<file path="src/inc/ep_status_defines.vh">
/*
 * Register offsets, field positions and reset values for the device status
 * and endpoint common interrupt enable block.
 * Assumes inclusion by bare name from the design files.
 */
`ifndef EP_STATUS_DEFINES_VH
`define EP_STATUS_DEFINES_VH

// ----------------------------------------------------------------------------
// register byte offsets
// ----------------------------------------------------------------------------
`define OFS_DEVICE_MODE_STATUS  12'h808
`define OFS_IN_EP_COMMON_EN     12'h810
`define OFS_OUT_EP_COMMON_EN    12'h814
`define OFS_ALL_EP_IRQ_BITS     12'h818
`define OFS_EVENT_STATUS        12'h840
`define OFS_EVENT_MASK          12'h844

// ----------------------------------------------------------------------------
// device_mode_status fields
// ----------------------------------------------------------------------------
`define STAT_FRAME_HI           21
`define STAT_FRAME_LO           8
`define STAT_SPEED_HI           2
`define STAT_SPEED_LO           1
`define STAT_SUSPEND_BIT        0
`define SPEED_FULL              2'h3

// ----------------------------------------------------------------------------
// common enable fields (shared layout for IN and OUT)
// ----------------------------------------------------------------------------
`define EN_WRITABLE_MASK        7'h5B
`define EN_RESET                7'h00
`define EN_IN_NAK_EFF_BIT       6
`define EN_OUT_B2B_SETUP_BIT    6
`define EN_FIFO_ERR_BIT         4
`define EN_CTRL_PHASE_BIT       3
`define EN_EP_DISABLED_BIT      1
`define EN_XFER_DONE_BIT        0

// ----------------------------------------------------------------------------
// all-endpoint bits and event status layout
// ----------------------------------------------------------------------------
`define ALL_EP_OUT_LO           16
`define EVT_SOF_BIT             0
`define EVT_SUSPEND_BIT         1
`define EVT_ENUM_BIT            2
`define EVT_EP_BIT              3
`define EVT_RESET               4'h0

`endif

</file>
<file path="src/hw/ep_irq_reduce.v">
/*
 * Per-endpoint reduction of flag vectors through a common enable mask.
 * Assumes flags are level inputs on the same clock as the enable.
 */
`timescale 1ns/1ps
module ep_irq_reduce #(
    parameter NUM_EP    = 4,
    parameter FLAG_W    = 7
) (
    input  wire [NUM_EP*FLAG_W-1:0] flags_in,      // packed flag vectors, ep0 lowest
    input  wire [FLAG_W-1:0]        enable_in,     // common enable mask
    output wire [NUM_EP-1:0]        ep_bits_out    // one bit per endpoint
);

    genvar g;
    generate
        for (g = 0; g < NUM_EP; g = g + 1)
        begin : g_ep
            assign ep_bits_out[g] = |(flags_in[g*FLAG_W +: FLAG_W] & enable_in);
        end
    endgenerate

endmodule // ep_irq_reduce

</file>
<file path="src/hw/evt_sticky.v">
/*
 * Sticky event status with read-to-clear and mask-gated level interrupt.
 * Assumes events are one-cycle pulses on clk_in.
 */
`timescale 1ns/1ps
`include "ep_status_defines.vh"
module evt_sticky #(
    parameter W = 4
) (
    input  wire         clk_in,       // core clock
    input  wire         srst_in,      // sync reset, active high
    input  wire [W-1:0] event_in,     // event pulses
    input  wire         clear_in,     // status read, clears all bits
    input  wire [W-1:0] mask_in,      // 1 lets a bit reach the interrupt
    output reg  [W-1:0] status_out,   // sticky bits
    output reg          irq_out       // level interrupt
);

    wire [W-1:0] status_d;

    // a new event in the clearing cycle survives the clear
    assign status_d = (clear_in ? {W{1'b0}} : status_out) | event_in;

    always @(posedge clk_in)
    begin
        if (srst_in)
        begin
            status_out <= `EVT_RESET;
            irq_out    <= 1'b0;
        end
        else
        begin
            status_out <= status_d;
            irq_out    <= |(status_d & mask_in);
        end
    end

endmodule // evt_sticky

</file>
<file path="src/hw/dev_status_ep_irq.v">
/*
 * Device-mode status register and common IN/OUT endpoint interrupt enables,
 * with the all-endpoint interrupt bits and a small event interrupt.
 * Assumes the core's token decoder, suspend detector and endpoint flag
 * registers sit on clk_in; the USB-side status inputs come straight from
 * that logic and need no synchroniser.
 */
`timescale 1ns/1ps
`include "ep_status_defines.vh"

// Function
// frame number from each SOF, bits 21:8
// speed field bits 2:1, 11 full
// software reads speed after enumeration done
// bit 0 low while suspended
// flag counts only with its enable set
// enables change only by software writes
// IN bit 6 gates NAK effective
// IN bit 4 gates Tx underrun
// IN bit 3 gates control IN timeout
// bit 1 gates endpoint disabled
// bit 0 gates transfer finished
// OUT bit 6 gates back-to-back setup
// OUT bit 4 gates Rx overrun
// OUT bit 3 gates setup phase done
// software keeps reserved bits at reset
// OUT eps bits 16-19, IN 0-3
// ep bit is OR of enabled flags
module dev_status_ep_irq #(
    parameter NUM_EP    = 4,
    parameter FLAG_W    = 7,
    parameter ADDR_W    = 12
) (
    input  wire                     clk_in,            // usb core clock
    input  wire                     srst_in,           // sync reset, active high
    input  wire [ADDR_W-1:0]        addr_in,           // register byte address
    input  wire [31:0]              wdata_in,          // write data
    input  wire                     wr_in,             // write strobe
    input  wire                     rd_in,             // read strobe
    output reg  [31:0]              rdata_out,         // read data, cycle after rd_in
    input  wire                     sof_valid_in,      // pulse: SOF token received
    input  wire [13:0]              sof_frame_in,      // frame number of that SOF
    input  wire                     suspended_in,      // level: bus in suspend
    input  wire                     enum_done_in,      // pulse: enumeration finished
    input  wire [1:0]               speed_in,          // negotiated speed code
    input  wire [NUM_EP*FLAG_W-1:0] in_ep_flags_in,    // IN ep flag vectors
    input  wire [NUM_EP*FLAG_W-1:0] out_ep_flags_in,   // OUT ep flag vectors
    output reg  [NUM_EP-1:0]        in_ep_irq_out,     // IN endpoint interrupt bits
    output reg  [NUM_EP-1:0]        out_ep_irq_out,    // OUT endpoint interrupt bits
    output wire                     irq_out            // level interrupt
);

    // ------------------------------------------------------------------------
    // status state
    // ------------------------------------------------------------------------
    reg  [13:0]       frame_q;
    reg  [1:0]        speed_q;
    reg               not_suspended_q;
    reg  [FLAG_W-1:0] in_en_q;
    reg  [FLAG_W-1:0] out_en_q;
    reg  [3:0]        evt_mask_q;
    reg               suspended_prev_q;
    reg               ep_any_prev_q;

    wire [NUM_EP-1:0] in_bits;
    wire [NUM_EP-1:0] out_bits;
    wire [3:0]        evt_status;
    wire              irq_w;
    wire [3:0]        events;
    wire              ep_any;
    wire              evt_clear;

    function sel;
        input [ADDR_W-1:0] a;
        input [ADDR_W-1:0] ofs;
        begin
            sel = (a == ofs);
        end
    endfunction

    always @(posedge clk_in)
    begin
        if (srst_in)
        begin
            frame_q          <= 14'h0000;
            speed_q          <= 2'h0;
            not_suspended_q  <= 1'b0;
            suspended_prev_q <= 1'b0;
        end
        else
        begin
            if (sof_valid_in)
                frame_q <= sof_frame_in;
            if (enum_done_in)
                speed_q <= speed_in;
            not_suspended_q  <= ~suspended_in;
            suspended_prev_q <= suspended_in;
        end
    end

    // ------------------------------------------------------------------------
    // enable and mask registers
    // ------------------------------------------------------------------------
    // only the write strobe reaches these; no hardware path touches them
    always @(posedge clk_in)
    begin
        if (srst_in)
        begin
            in_en_q    <= `EN_RESET;
            out_en_q   <= `EN_RESET;
            evt_mask_q <= `EVT_RESET;
        end
        else if (wr_in)
        begin
            if (sel(addr_in, `OFS_IN_EP_COMMON_EN))
                in_en_q <= wdata_in[FLAG_W-1:0] & `EN_WRITABLE_MASK;
            if (sel(addr_in, `OFS_OUT_EP_COMMON_EN))
                out_en_q <= wdata_in[FLAG_W-1:0] & `EN_WRITABLE_MASK;
            if (sel(addr_in, `OFS_EVENT_MASK))
                evt_mask_q <= wdata_in[3:0];
        end
    end

    // ------------------------------------------------------------------------
    // endpoint interrupt bits
    // ------------------------------------------------------------------------
    ep_irq_reduce #(
        .NUM_EP      (NUM_EP),
        .FLAG_W      (FLAG_W)
    ) u_in_reduce (
        .flags_in    (in_ep_flags_in),
        .enable_in   (in_en_q),
        .ep_bits_out (in_bits)
    );

    ep_irq_reduce #(
        .NUM_EP      (NUM_EP),
        .FLAG_W      (FLAG_W)
    ) u_out_reduce (
        .flags_in    (out_ep_flags_in),
        .enable_in   (out_en_q),
        .ep_bits_out (out_bits)
    );

    always @(posedge clk_in)
    begin
        if (srst_in)
        begin
            in_ep_irq_out  <= {NUM_EP{1'b0}};
            out_ep_irq_out <= {NUM_EP{1'b0}};
            ep_any_prev_q  <= 1'b0;
        end
        else
        begin
            in_ep_irq_out  <= in_bits;
            out_ep_irq_out <= out_bits;
            ep_any_prev_q  <= ep_any;
        end
    end

    // ------------------------------------------------------------------------
    // events
    // ------------------------------------------------------------------------
    assign ep_any    = |in_bits | |out_bits;
    assign evt_clear = rd_in & sel(addr_in, `OFS_EVENT_STATUS);
    assign events    = {ep_any & ~ep_any_prev_q,
                        enum_done_in,
                        suspended_in & ~suspended_prev_q,
                        sof_valid_in};

    evt_sticky #(
        .W          (4)
    ) u_evt (
        .clk_in     (clk_in),
        .srst_in    (srst_in),
        .event_in   (events),
        .clear_in   (evt_clear),
        .mask_in    (evt_mask_q),
        .status_out (evt_status),
        .irq_out    (irq_w)
    );

    assign irq_out = irq_w;

    // ------------------------------------------------------------------------
    // read path
    // ------------------------------------------------------------------------
    reg [31:0] rdata_d;

    always @*
    begin
        rdata_d = 32'h0000_0000;
        if (sel(addr_in, `OFS_DEVICE_MODE_STATUS))
        begin
            rdata_d[`STAT_FRAME_HI:`STAT_FRAME_LO] = frame_q;
            rdata_d[`STAT_SPEED_HI:`STAT_SPEED_LO] = speed_q;
            rdata_d[`STAT_SUSPEND_BIT]             = not_suspended_q;
        end
        else if (sel(addr_in, `OFS_IN_EP_COMMON_EN))
            rdata_d[FLAG_W-1:0] = in_en_q;
        else if (sel(addr_in, `OFS_OUT_EP_COMMON_EN))
            rdata_d[FLAG_W-1:0] = out_en_q;
        else if (sel(addr_in, `OFS_ALL_EP_IRQ_BITS))
        begin
            rdata_d[NUM_EP-1:0]                      = in_ep_irq_out;
            rdata_d[`ALL_EP_OUT_LO +: NUM_EP]        = out_ep_irq_out;
        end
        else if (sel(addr_in, `OFS_EVENT_STATUS))
            rdata_d[3:0] = evt_status;
        else if (sel(addr_in, `OFS_EVENT_MASK))
            rdata_d[3:0] = evt_mask_q;
    end

    // unmapped addresses and idle cycles read as zero
    always @(posedge clk_in)
    begin
        if (srst_in)
            rdata_out <= 32'h0000_0000;
        else if (rd_in)
            rdata_out <= rdata_d;
        else
            rdata_out <= 32'h0000_0000;
    end

endmodule // dev_status_ep_irq

</file>
<file path="config.mk">
export PLATFORM = sky130hd
export DESIGN_NAME = dev_status_ep_irq
export DESIGN_NICKNAME = d
export VERILOG_FILES = /design/src/hw/ep_irq_reduce.v /design/src/hw/evt_sticky.v /design/src/hw/dev_status_ep_irq.v
export VERILOG_INCLUDE_DIRS = /design/src /design/src/inc
export SDC_FILE = /design/constraint.sdc
export NUM_CORES = 1
export LEC_CHECK = 0
export BUFFER_PORTS_ARGS = -buffer_cell sky130_fd_sc_hd__buf_4
export CELL_PAD_IN_SITES_DETAIL_PLACEMENT = 1
export CELL_PAD_IN_SITES_GLOBAL_PLACEMENT = 2
export CORE_AREA = 3 3 107 109
export DETAILED_ROUTE_END_ITERATION = 10
export DIE_AREA = 0 0 110 112
export PLACE_DENSITY_LB_ADDON = 0.15
export RECOVER_POWER = 50
export REMOVE_ABC_BUFFERS = 1
export SYNTH_ARGS = -nofsm -noshare
export SYNTH_HDL_FRONTEND = slang
export SYNTH_SLANG_ARGS = --single-unit
</file>
<file path="constraint.sdc">
create_clock -name clk_in -period 3.16 [get_ports clk_in]
set_input_delay 0.632 -clock clk_in [delete_from_list [all_inputs] [get_ports clk_in]]
set_output_delay 0.632 -clock clk_in [all_outputs]
set_load 0.01 [all_outputs]
</file>
==> results.md, run 1 <==
- Post-synth ARST share: 0%
- Global-route wire length before repair: 12800 µm
- RSZ-0062 raised after global routing: no
- Total die area: 12300 µm²
- Switching part of the total power: 20.3%
- Metal-1 WL: around 3500 µm
- Int Pwr: 1560 µW
- Via count: between 2000 and 2500
- Number of nets in the layout: 496
- # fillers: 1249
- Sequential group share of total power: between 40% and 50%
- Dpl cells: 502
- Tmin final: 2.26 ns
- Worst R2R End: u_evt.irq_out
- DP HPWL: 6140 µm
- DRC viols: 0
- # resized after CTS: 0
- GP Congestion: 0.731
- TritonCTS clock tree: yes
- Cells on worst reg2reg path: 5
- Maximum capacitance violations: 0
- Worst skew pair latency: 0.34 ns
- Final WL: about 8000 µm
- Cell row count: 38
- Final Hold Vio Count: 0
- Met3 routed WL: 623 µm
- Post-synth EDFFs: 0
- Post-Syn Instances: 265
- Clock tree sinks: 66
- Synth Flop Type: dfxtp_1
- Overflow after GRT: 0
- Peak supply drop: 0.000210 V
- Antenna Cells: 0
- Max-slew headroom: about three fifths
- Hold Crit Class: reg -> reg
- Final setup margin: between 0.9 and 1 ns
- Critical path fanouts, max: 6
- Flop2flop setup slack: 1.30 ns
- Dpl ws: 0.494 ns
- Most common cell after layout, fill and taps aside: buf_4
- Share of layout cells above drive strength 1: 31.5%
- R2R Path Start: out_en_q[4]
- Register area share after synthesis: 48.8%
- Final setup vio count: 0
- Die height: roughly 110 µm
- Critical Path RT: between 3 and 4 ns
- Mean Syn Cell Area: roughly 10 µm²
- Tcrit/Tclk final: 71.5%
- Layout Skew: 0.00868 ns
- Crit. End Element: flip-flop
- Deepest clock path buffer count: 2
- HP Start: not_suspended_q
- Synth unique cells: 40
- Achievable frequency: 443 MHz
- Post-layout instance area: 3800 µm²
- Core Area: about 11000 µm²
- Die width: between 100 and 150 µm
- Starting DRT DRC Count: 101
- H-tree level count: 3
- Placed Area: 3600 µm²
- Antenna violations before repair: 0
- Setup Crit Path Kind: in -> reg
- Hold Crit Endpoint: rdata_out[0]
- DR top layer: met4
- Leakage: ~0.0018 µW
- Critical Path AT: 2.54 ns
- # hold bufs at CTS: 0
- Port Buffer Count: between 100 and 150
- WL per Instance: 15.4 µm
- Clock transition at the registers of the reported paths: ~0.07 ns
- Ports: 164
- Pwr Density: 516 nW/µm²
- Logic gate share of total power: between 7 and 8%
- Total track usage: 13.4%
- Root Driver: clkbuf_8
- Clock power share: 48.9%
- DR vias/cell: roughly 4.6
- Worst hold stages: 1
- Nature of the critical path startpoint: input pin
- Post-CTS setup buffer count: 0
- Cell area after synthesis: 2710 µm²
- Number of global-route vias before repair: 2505
- Met2 wire len: 3730 µm
- Post-route ant nets: 0
- Commonest non-fill, non-tap cells in the layout: 88 x buf_4, 66 x dfxtp_1, 40 x nor2_1
- Total negative slack: 0 ns
- Clock buffer count from CTS: 9
- Slew Limit Fails: 0
- First-pass DRT Iterations: 5
- Sw power: 398 µW
- Syn-to-layout area delta: 40.1%
- Fin cells: 518
- Initial Util: 25.3%
- Largest net degree at the start of global routing: 48
- Status: complete, no violations
- YS warnings: 0
- Slew @ Worst Pin: 0.616 ns
- #FFs+latches synth: 66
==> worst max path at each step <==
stage / from / endpoint / slack [ns] / depth (start not counted)
3_5_place_dp: addr_in[7] / rdata_out[17] / 0.49 / 5
2_1_floorplan: addr_in[7] / u_evt.irq_out / 0.85 / 5
5_1_grt: addr_in[7] / rdata_out[18] / 0.74 / 5
4_1_cts: addr_in[7] / rdata_out[17] / 0.86 / 5
3_3_place_gp: addr_in[7] / evt_mask_q[3] / 0.51 / 6
6_report: addr_in[7] / rdata_out[1] / 0.90 / 6
==> cells in the mapped netlist (all sizes together), types with 2 or more instances <==
cell	instances	area [µm²]
nand3b	2	18.8
a21o	2	15.0
buf	20	131
nor2	40	150
nor2b	5	31.3
nor3b	2	15.0
a222oi	10	100
nand2	11	41.3
nor3	3	20.0
mux2i	34	340
a221oi	4	35.0
inv	2	7.51
a31o	2	17.5
or4	2	22.5
nand3	2	15.0
mux2	5	56.3
a22oi	9	67.6
a21oi	12	60.1
nor4	4	61.3
a22o	5	43.8
dfxtp	66	1320
nand2b	3	18.8
and2	10	62.6
clkbuf	4	16.3
==> layout make-up <==
class                   instances  area, µm²  share of cell area, %
clock buffers                  10        138                   3.63
clock inverters                 6        138                   3.63
inverters                       2       7.51                  0.198
multi-input cells             184       1270                   33.6
flip-flops and latches         66       1320                   34.8
well taps                     140        175                   4.61
repair buffers                110        743                   19.6
==> power groups by stage <==
stage          registers, µW  logic (µW)  clock network (µW)
2_1_floorplan            872        41.4                   0
3_3_place_gp             874         147                   0
3_5_place_dp             875         149                   0
4_1_cts                  855         150                 989
5_1_grt                  857         163                1030
6_report                 855         147                 957
==> registers in the layout, indices dropped and copies added (netlist names) <==
signal,cells
rdata_out,20
frame_q,14
in_en_q,5
out_en_q,5
evt_mask_q,4
in_ep_irq_out,4
out_ep_irq_out,4
u_evt.status_out,4
speed_q,2
ep_any_prev_q,1
not_suspended_q,1
suspended_prev_q,1
u_evt.irq_out,1
==> worst max-delay path, cell delays in order <==
cell	delay [ns]
buf_4	0.10
or4b_1	0.70
nor4_4	0.41
nand2_1	0.10
a221oi_1	0.46
a21o_1	0.13
==> through the flow <==
step / util (%) / power, µW / hold WS [ns]
floorplan: - / 914 / 0.403
global placement: 33.7 / 1020 / 0.413
detailed placement: 33.7 / 1020 / 0.418
CTS: 36.3 / 1990 / 0.433
global route: 35.5 / 2050 / 0.456
finish: 35.5 / 1960 / 0.427
==> layer usage <==
metal | up-vias | GRT usage [%]
met3 | 10 | 3.71
met5 | - | 0
met1 | 1120 | 16.9
met2 | 94 | 21.7
met4 | 0 | 4.99
li1 | 1150 | -
==> kinds of logic (layout without fill, tap and decap cells) <==
family | after synthesis | count (layout) | synth area share, %
and+or+nand+nor | 88 | 88 | 18.0
DFF | 66 | 66 | 48.8
muxes | 39 | 39 | 14.6
buffers and inverters | 26 | 128 | 5.73
other | 1 | 12 | 0.138
AOI/OAI and AO/OA | 45 | 45 | 12.7
Power figures use the tool's default switching activity.
==> run 2, diff against run 1 <==
ABC_AREA = 1   (was unset)
CORE_AREA = 3 3 119 121   (was 3 3 107 109)
DIE_AREA = 0 0 122 124   (was 0 0 110 112)
clock period = 2.2 ns   (was 3.16 ns; I/O delays follow)
==> run 2 against run 1 <==
  * Critical path depth down 1
  * Die area up 23%
  * Flip-flop and latch count unchanged
  * Design area up 8.5%
  * Area after synthesis up 5.9%
  * Setup slack worse by 0.33 ns
==> results.md, run 2 <==
- Total die area: 15100 µm² (+23%)
- GP Congestion: 0.730 (-0.16%)
- H-tree level count: 3 (unchanged)
- Critical path fanouts, max: 22 (+16)
- DRC viols: 0 (unchanged)
- Pwr Density: 779 nW/µm² (+51%)
- Root Driver: clkbuf_16
- Status: complete, no violations
- Most flops, register: rdata_out
- WL per Instance: 13.8 µm (-11%)
- Synth unique cells: 22 (-45%)
- First-pass DRT Iterations: 4 (-1)
- Number of nets in the layout: 642 (+29%)
- Post-synth ARST share: 0% (unchanged)
- Tcrit/Tclk final: 74.2%
- Maximum capacitance violations: 0 (unchanged)
- Overflow after GRT: 0 (unchanged)
- Port Buffer Count: 109 (unchanged)
- Post-synth EDFFs: 0 (unchanged)
- Largest net degree at the start of global routing: 29 (-40%)
- Post-Syn Instances: 406 (+53%)
- Starting DRT DRC Count: 95 (-5.9%)
- #FFs+latches synth: 66 (unchanged)
- Deepest clock path buffer count: 2 (unchanged)
- Total negative slack: 0 ns (unchanged)
- Peak supply drop: 0.000381 V (+81%)
- Cell area after synthesis: 2870 µm² (+5.9%)
- Synth cell count leaders: 108 x nand2_1, 66 x dfxtp_1, 60 x nor2_1
- Final setup vio count: 0 (unchanged)
- Most common cell in the netlist: nand2_1
- Largest register FFs: 20 (unchanged)
- Share of the synthesized area in the top cell type: 46.1% (-2.7 points)
- DP HPWL: 7600 µm (+24%)
- Critical Path AT: 1.88 ns (-0.66 ns)
- Global-route wire length before repair: 15200 µm (+19%)
- Setup Crit Path Kind: in -> reg
- Share of layout cells above drive strength 1: 22.1% (-9.3 points)
- Yosys top cell by area: dfxtp_1
- Synth Flop Type: dfxtp_1
- # hold bufs at CTS: 0 (unchanged)
- Worst hold slack: 0.278 ns (-0.149 ns)
- Critical Path RT: 2.45 ns (-0.99 ns)
- Via count: 2855 (+20%)
- Max-slew headroom: 32.2% (-27 points)
- RSZ-0062 raised after global routing: no
- Slew @ Worst Pin: 1.02 ns (+0.402 ns)
- Tmin final: 1.63 ns
- Die width: 122 µm (+11%)
- Mean Syn Cell Area: 7.06 µm² (-31%)
- Initial Util: 21.7% (-3.6 points)
- Dpl cells: 684 (+36%)
- Core Area: 13200 µm² (+23%)
- Final Hold Vio Count: 0 (unchanged)
- Total track usage: 13.1% (-0.36 points)
- Die height: 124 µm (+11%)
- TritonCTS clock tree: yes
- Nature of the critical path startpoint: input pin
- Clock transition at the registers of the reported paths: 0.06 ns (about the same)
- Fin util: 31.2% (-4.3 points)
- Cell row count: 42 (+11%)
- Post-route ant nets: 0 (unchanged)
- Clock tree sinks: 66 (unchanged)
- Post-CTS setup buffer count: 0 (unchanged)
- Flop2flop setup slack: 0.70 ns (-0.60 ns)
- Crit. End Element: flip-flop
- Leakage: 0.00192 µW (+8.7%)
- Worst skew pair latency: 0.32 ns (-0.02 ns)
- Final WL: 9630 µm (+21%)
- # resized after CTS: 0 (unchanged)
- Design Power: 3210 µW (+64%)
- Antenna Cells: 0 (unchanged)
- # fillers: 1624 (+30%)
- Antenna violations before repair: 0 (unchanged)
- Top post-synthesis cells by area: dfxtp_1 46%, nand2_1 14%, nor2_1 7.9%
- Syn-to-layout area delta: 43.6%
- YS warnings: 0 (unchanged)
- Hold Crit Class: in -> reg
- Biggest regs: rdata_out: 20 flops, frame_q: 14 flops
- Slew Limit Fails: 0 (unchanged)
- Fin cells: 700 (+35%)
- Number of global-route vias before repair: 3005 (+20%)
- Clock buffer count from CTS: 9 (unchanged)
- Ports: 164 (unchanged)
- DR vias/cell: 4.08 (-11%)
- Layout Skew: 0.00578 ns (-0.00291 ns)
- Commonest non-fill, non-tap cells in the layout: 108 x nand2_1, 89 x buf_4, 66 x dfxtp_1
- Most common cell after layout, fill and taps aside: nand2_1
- Register area share after synthesis: 46.1% (-2.7 points)
- Achievable frequency: 613 MHz
## run 2: metrics by stage
| step | instance area, µm² | setup WS (ns) |
|---|---|---|
| final | 4120 | 0.568 |
| after global routing | 4120 | 0.368 |
| after CTS | 4200 | 0.586 |
| after floorplan | 2780 | 0.686 |
| after global placement | 3840 | 0.284 |
| after detailed placement | 3840 | 0.251 |
## run 2: layer usage
metal | vias to the layer above | global-route usage [%] | routed length (µm)
met5 | - | 0 | 0
met4 | 0 | 3.15 | 77
met3 | 7 | 3.72 | 506
met2 | 73 | 23.4 | 4830
met1 | 1296 | 15.5 | 4210
li1 | 1479 | - | -
## run 2: final timing paths
check             startpoint               to  cells after the start
max reg2reg      out_en_q[3]    u_evt.irq_out                     10
max                  srst_in       frame_q[7]                      5
min reg2reg  not_suspended_q     rdata_out[0]                      2
min             suspended_in  not_suspended_q                      2
## run 2: logic make-up (layout without fill, tap and decap cells)
kind of cell    count (synthesis)  in the layout  synth area share, %
simple gates                  200            200                 29.7
buf+inv                        72            179                 11.3
compound gates                 67             67                 12.8
flops                          66             66                 46.1
other cells                     1             12                0.131
## run 2: critical path: stages
cell and delay, ns:
clkbuf_1 0.09, inv_1 0.14, clkbuf_1 0.78, o21ai_0 0.25, a21oi_1 0.18
## run 2: where the power goes
group | switching [µW] | leakage, µW | total [µW] | internal, µW
Combinational | 107 | 0.00120 | 220 | 114
Clock | 534 | 0.000176 | 1760 | 1220
Sequential | 8.60 | 0.000537 | 1230 | 1220
Total | 650 | 0.00192 | 3210 | 2560
## run 2: final cells by class
cell class	instances	area [µm²]	share of cell area [%]
flip-flops and latches	66	1320	32.1
repair buffers	112	754	18.3
clock buffers	9	225	5.47
inverters	51	191	4.65
clock inverters	7	141	3.43
multi-input cells	279	1260	30.7
well taps	176	220	5.35
==> run 3, diff against run 2 <==
clock period = 1.62 ns   (was 2.2 ns; I/O delays follow)
==> run 3 against run 2 <==
  * Setup slack worse by 0.37 ns
  * Combinational power up 40%
  * Largest power group unchanged
  * Wire length up 2.5%
  * Critical path type is now reg -> reg
  * Non-clock buffer count up 18
  * Utilization up 1.1 points
  * Critical path depth up 5
  * Global-route usage up 0.19 points
  * First-iteration DRC count down 49%
  * Via count up 2.3%
==> results.md, run 3 (synthesis gave the netlist of run 2 again) <==
- Status: complete, no violations
- Biggest regs: rdata_out: 20 flops, frame_q: 14 flops
- H-tree level count: 3 (unchanged)
- Nature of the critical path startpoint: flip-flop
- HP Start: suspended_in
- Port Buffer Count: 109 (unchanged)
- Slew Limit Fails: 0 (unchanged)
- Total die area: 15100 µm² (unchanged)
- # hold bufs at CTS: 0 (unchanged)
- Die width: 122 µm (unchanged)
- Ports: 164 (unchanged)
- Clock transition at the registers of the reported paths: 0.06 ns (about the same)
- Global-route wire length before repair: 15200 µm (-0.50%)
- Die height: 124 µm (unchanged)
- DRC viols: 0 (unchanged)
- Most flops, register: rdata_out
- Final WL: 9870 µm (+2.5%)
- Number of global-route vias before repair: 3051 (+1.5%)
- Critical Path AT: 1.64 ns (-0.24 ns)
- Worst R2R End: u_evt.irq_out
- Setup Crit Path Kind: reg -> reg
- Total negative slack: 0 ns (unchanged)
- Peak supply drop: 0.000448 V (+18%)
- Core Area: 13200 µm² (unchanged)
- Final setup vio count: 0 (unchanged)
- Largest net degree at the start of global routing: 29 (unchanged)
- Layout Skew: 0.00555 ns (-0.000227 ns)
- Maximum capacitance violations: 0 (unchanged)
- Achievable frequency: ~700 MHz
- Leakage: 0.00201 µW (+5.0%)
- Final Hold Vio Count: 0 (unchanged)
- TritonCTS clock tree: yes
- Critical path fanouts, max: 6 (-73%)
- Deepest clock path buffer count: 2 (unchanged)
- Hold Crit Class: in -> reg
- Placed Area: 4000 µm² (+4.2%)
- Overflow after GRT: 0 (unchanged)
- Fin util: 32.3% (+1.1 points)
- Flop2flop setup slack: 0.20 ns (-0.50 ns)
- First-pass DRT Iterations: 4 (unchanged)
- Post-layout instance area: 4260 µm² (+3.6%)
- Hold Crit Endpoint: not_suspended_q
- Worst hold stages: 2 (unchanged)
- Starting DRT DRC Count: 48 (-49%)
- Commonest non-fill, non-tap cells in the layout: 108 x nand2_1, 104 x buf_4, 65 x dfxtp_1
- Post-route ant nets: 0 (unchanged)
- WL per Instance: 13.7 µm (about the same)
- Worst skew pair latency: 0.33 ns (about the same)
- Cells on worst reg2reg path: 10 (unchanged)
- Clock tree sinks: 66 (unchanged)
- Tcrit/Tclk final: 87.6%
- Most common cell after layout, fill and taps aside: nand2_1
- GP Congestion: 0.747 (+2.4%)
- Total track usage: 13.3% (+0.19 points)
- R2R Path Start: out_en_q[4]
- Crit. End Element: flip-flop
- Tmin final: 1.42 ns
- Via count: 2920 (+2.3%)
- Antenna Cells: 0 (unchanged)
- Dpl ws: -0.119 ns (-0.370 ns)
- DP HPWL: 7740 µm (+1.7%)
- Share of layout cells above drive strength 1: 25.5% (+3.3 points)
- Final setup margin: 0.201 ns (-0.366 ns)
- Post-CTS setup buffer count: 0 (unchanged)
- RSZ-0062 raised after global routing: no
- Root Driver: clkbuf_16
- Cell row count: 42 (unchanged)
- Antenna violations before repair: 0 (unchanged)
- Largest register FFs: 20 (unchanged)
- Clock buffer count from CTS: 9 (unchanged)
- Initial Util: 21.7% (unchanged)
- DR vias/cell: 4.07 (-0.29%)
- Number of nets in the layout: 660 (+2.8%)
- Syn-to-layout area delta: 48.7%
- Pwr Density: 997 nW/µm² (+28%)
- Critical Path RT: 1.84 ns (-0.61 ns)
[run 3: cell types whose count changed in the layout (fill, tap and decap cells not counted), moves of 2 or more]
cell and change:
clkbuf_4 +2, nor2_1 -2, buf_12 +2, nor2_2 +2, buf_4 +15
[run 3: timing repair]
item,4_1_cts,5_1_grt
setup endpoints to repair,0,1
endpoints found under the hold margin,0,0
resized for setup,0,3
[run 3: layer usage]
metal / vias up / part of all wire [%] / routed length, µm / global-route usage (%)
met4: 0 / 1.5 / 150 / 5.88
li1: 1516 / - / - / -
met2: 68 / 49 / 4870 / 22.8
met3: 9 / 5.4 / 531 / 3.63
met1: 1327 / 44 / 4320 / 15.5
met5: - / 0 / 0 / 0
[run 3: report_power, final]
part | internal [µW] | total (µW) | switching [µW]
clock | 1510 | 2270 | 762
sequential | 1660 | 1670 | 11.8
combinational | 161 | 307 | 146
total | 3330 | 4250 | 920
[run 3: critical path, cell delays in order, from the launching register on]
cell and delay, ns:
dfxtp_1 0.38, nand2_1 0.09, nand2_1 0.05, nor2_1 0.18, nand2_1 0.09, nor2_2 0.11, nand3_1 0.10, nand2_1 0.10
nand2_1 0.06, nand3_1 0.07, nand2_1 0.06
[run 3: layout make-up]
| cell class | count | area (µm²) |
|---|---|---|
| clock buffers | 10 | 229 |
| repair buffers | 130 | 920 |
| fillers | 1627 | 8930 |
| well taps | 176 | 220 |
| multi-input cells | 279 | 1270 |
| inverters | 51 | 191 |
| clock inverters | 6 | 113 |
| flip-flops and latches | 66 | 1320 |
[run 3: how the worst max path moves through the flow]
stage	start	slack, ns	end
floorplan	addr_in[9]	0.22	rdata_out[1]
global placement	addr_in[0]	-0.08	rdata_out[17]
detailed placement	addr_in[9]	-0.12	rdata_out[3]
CTS	in_en_q[1]	0.15	u_evt.irq_out
global route	addr_in[9]	0.02	rdata_out[1]
finish	out_en_q[4]	0.20	u_evt.irq_out
[run 3: metrics by stage]
step	hold WS (ns)	power, µW	cells
2_1_floorplan	0.391	1810	396
6_report	0.155	4250	718
3_3_place_gp	0.413	2010	702
4_1_cts	0.142	4330	718
5_1_grt	0.147	4420	718
3_5_place_dp	0.425	2020	702
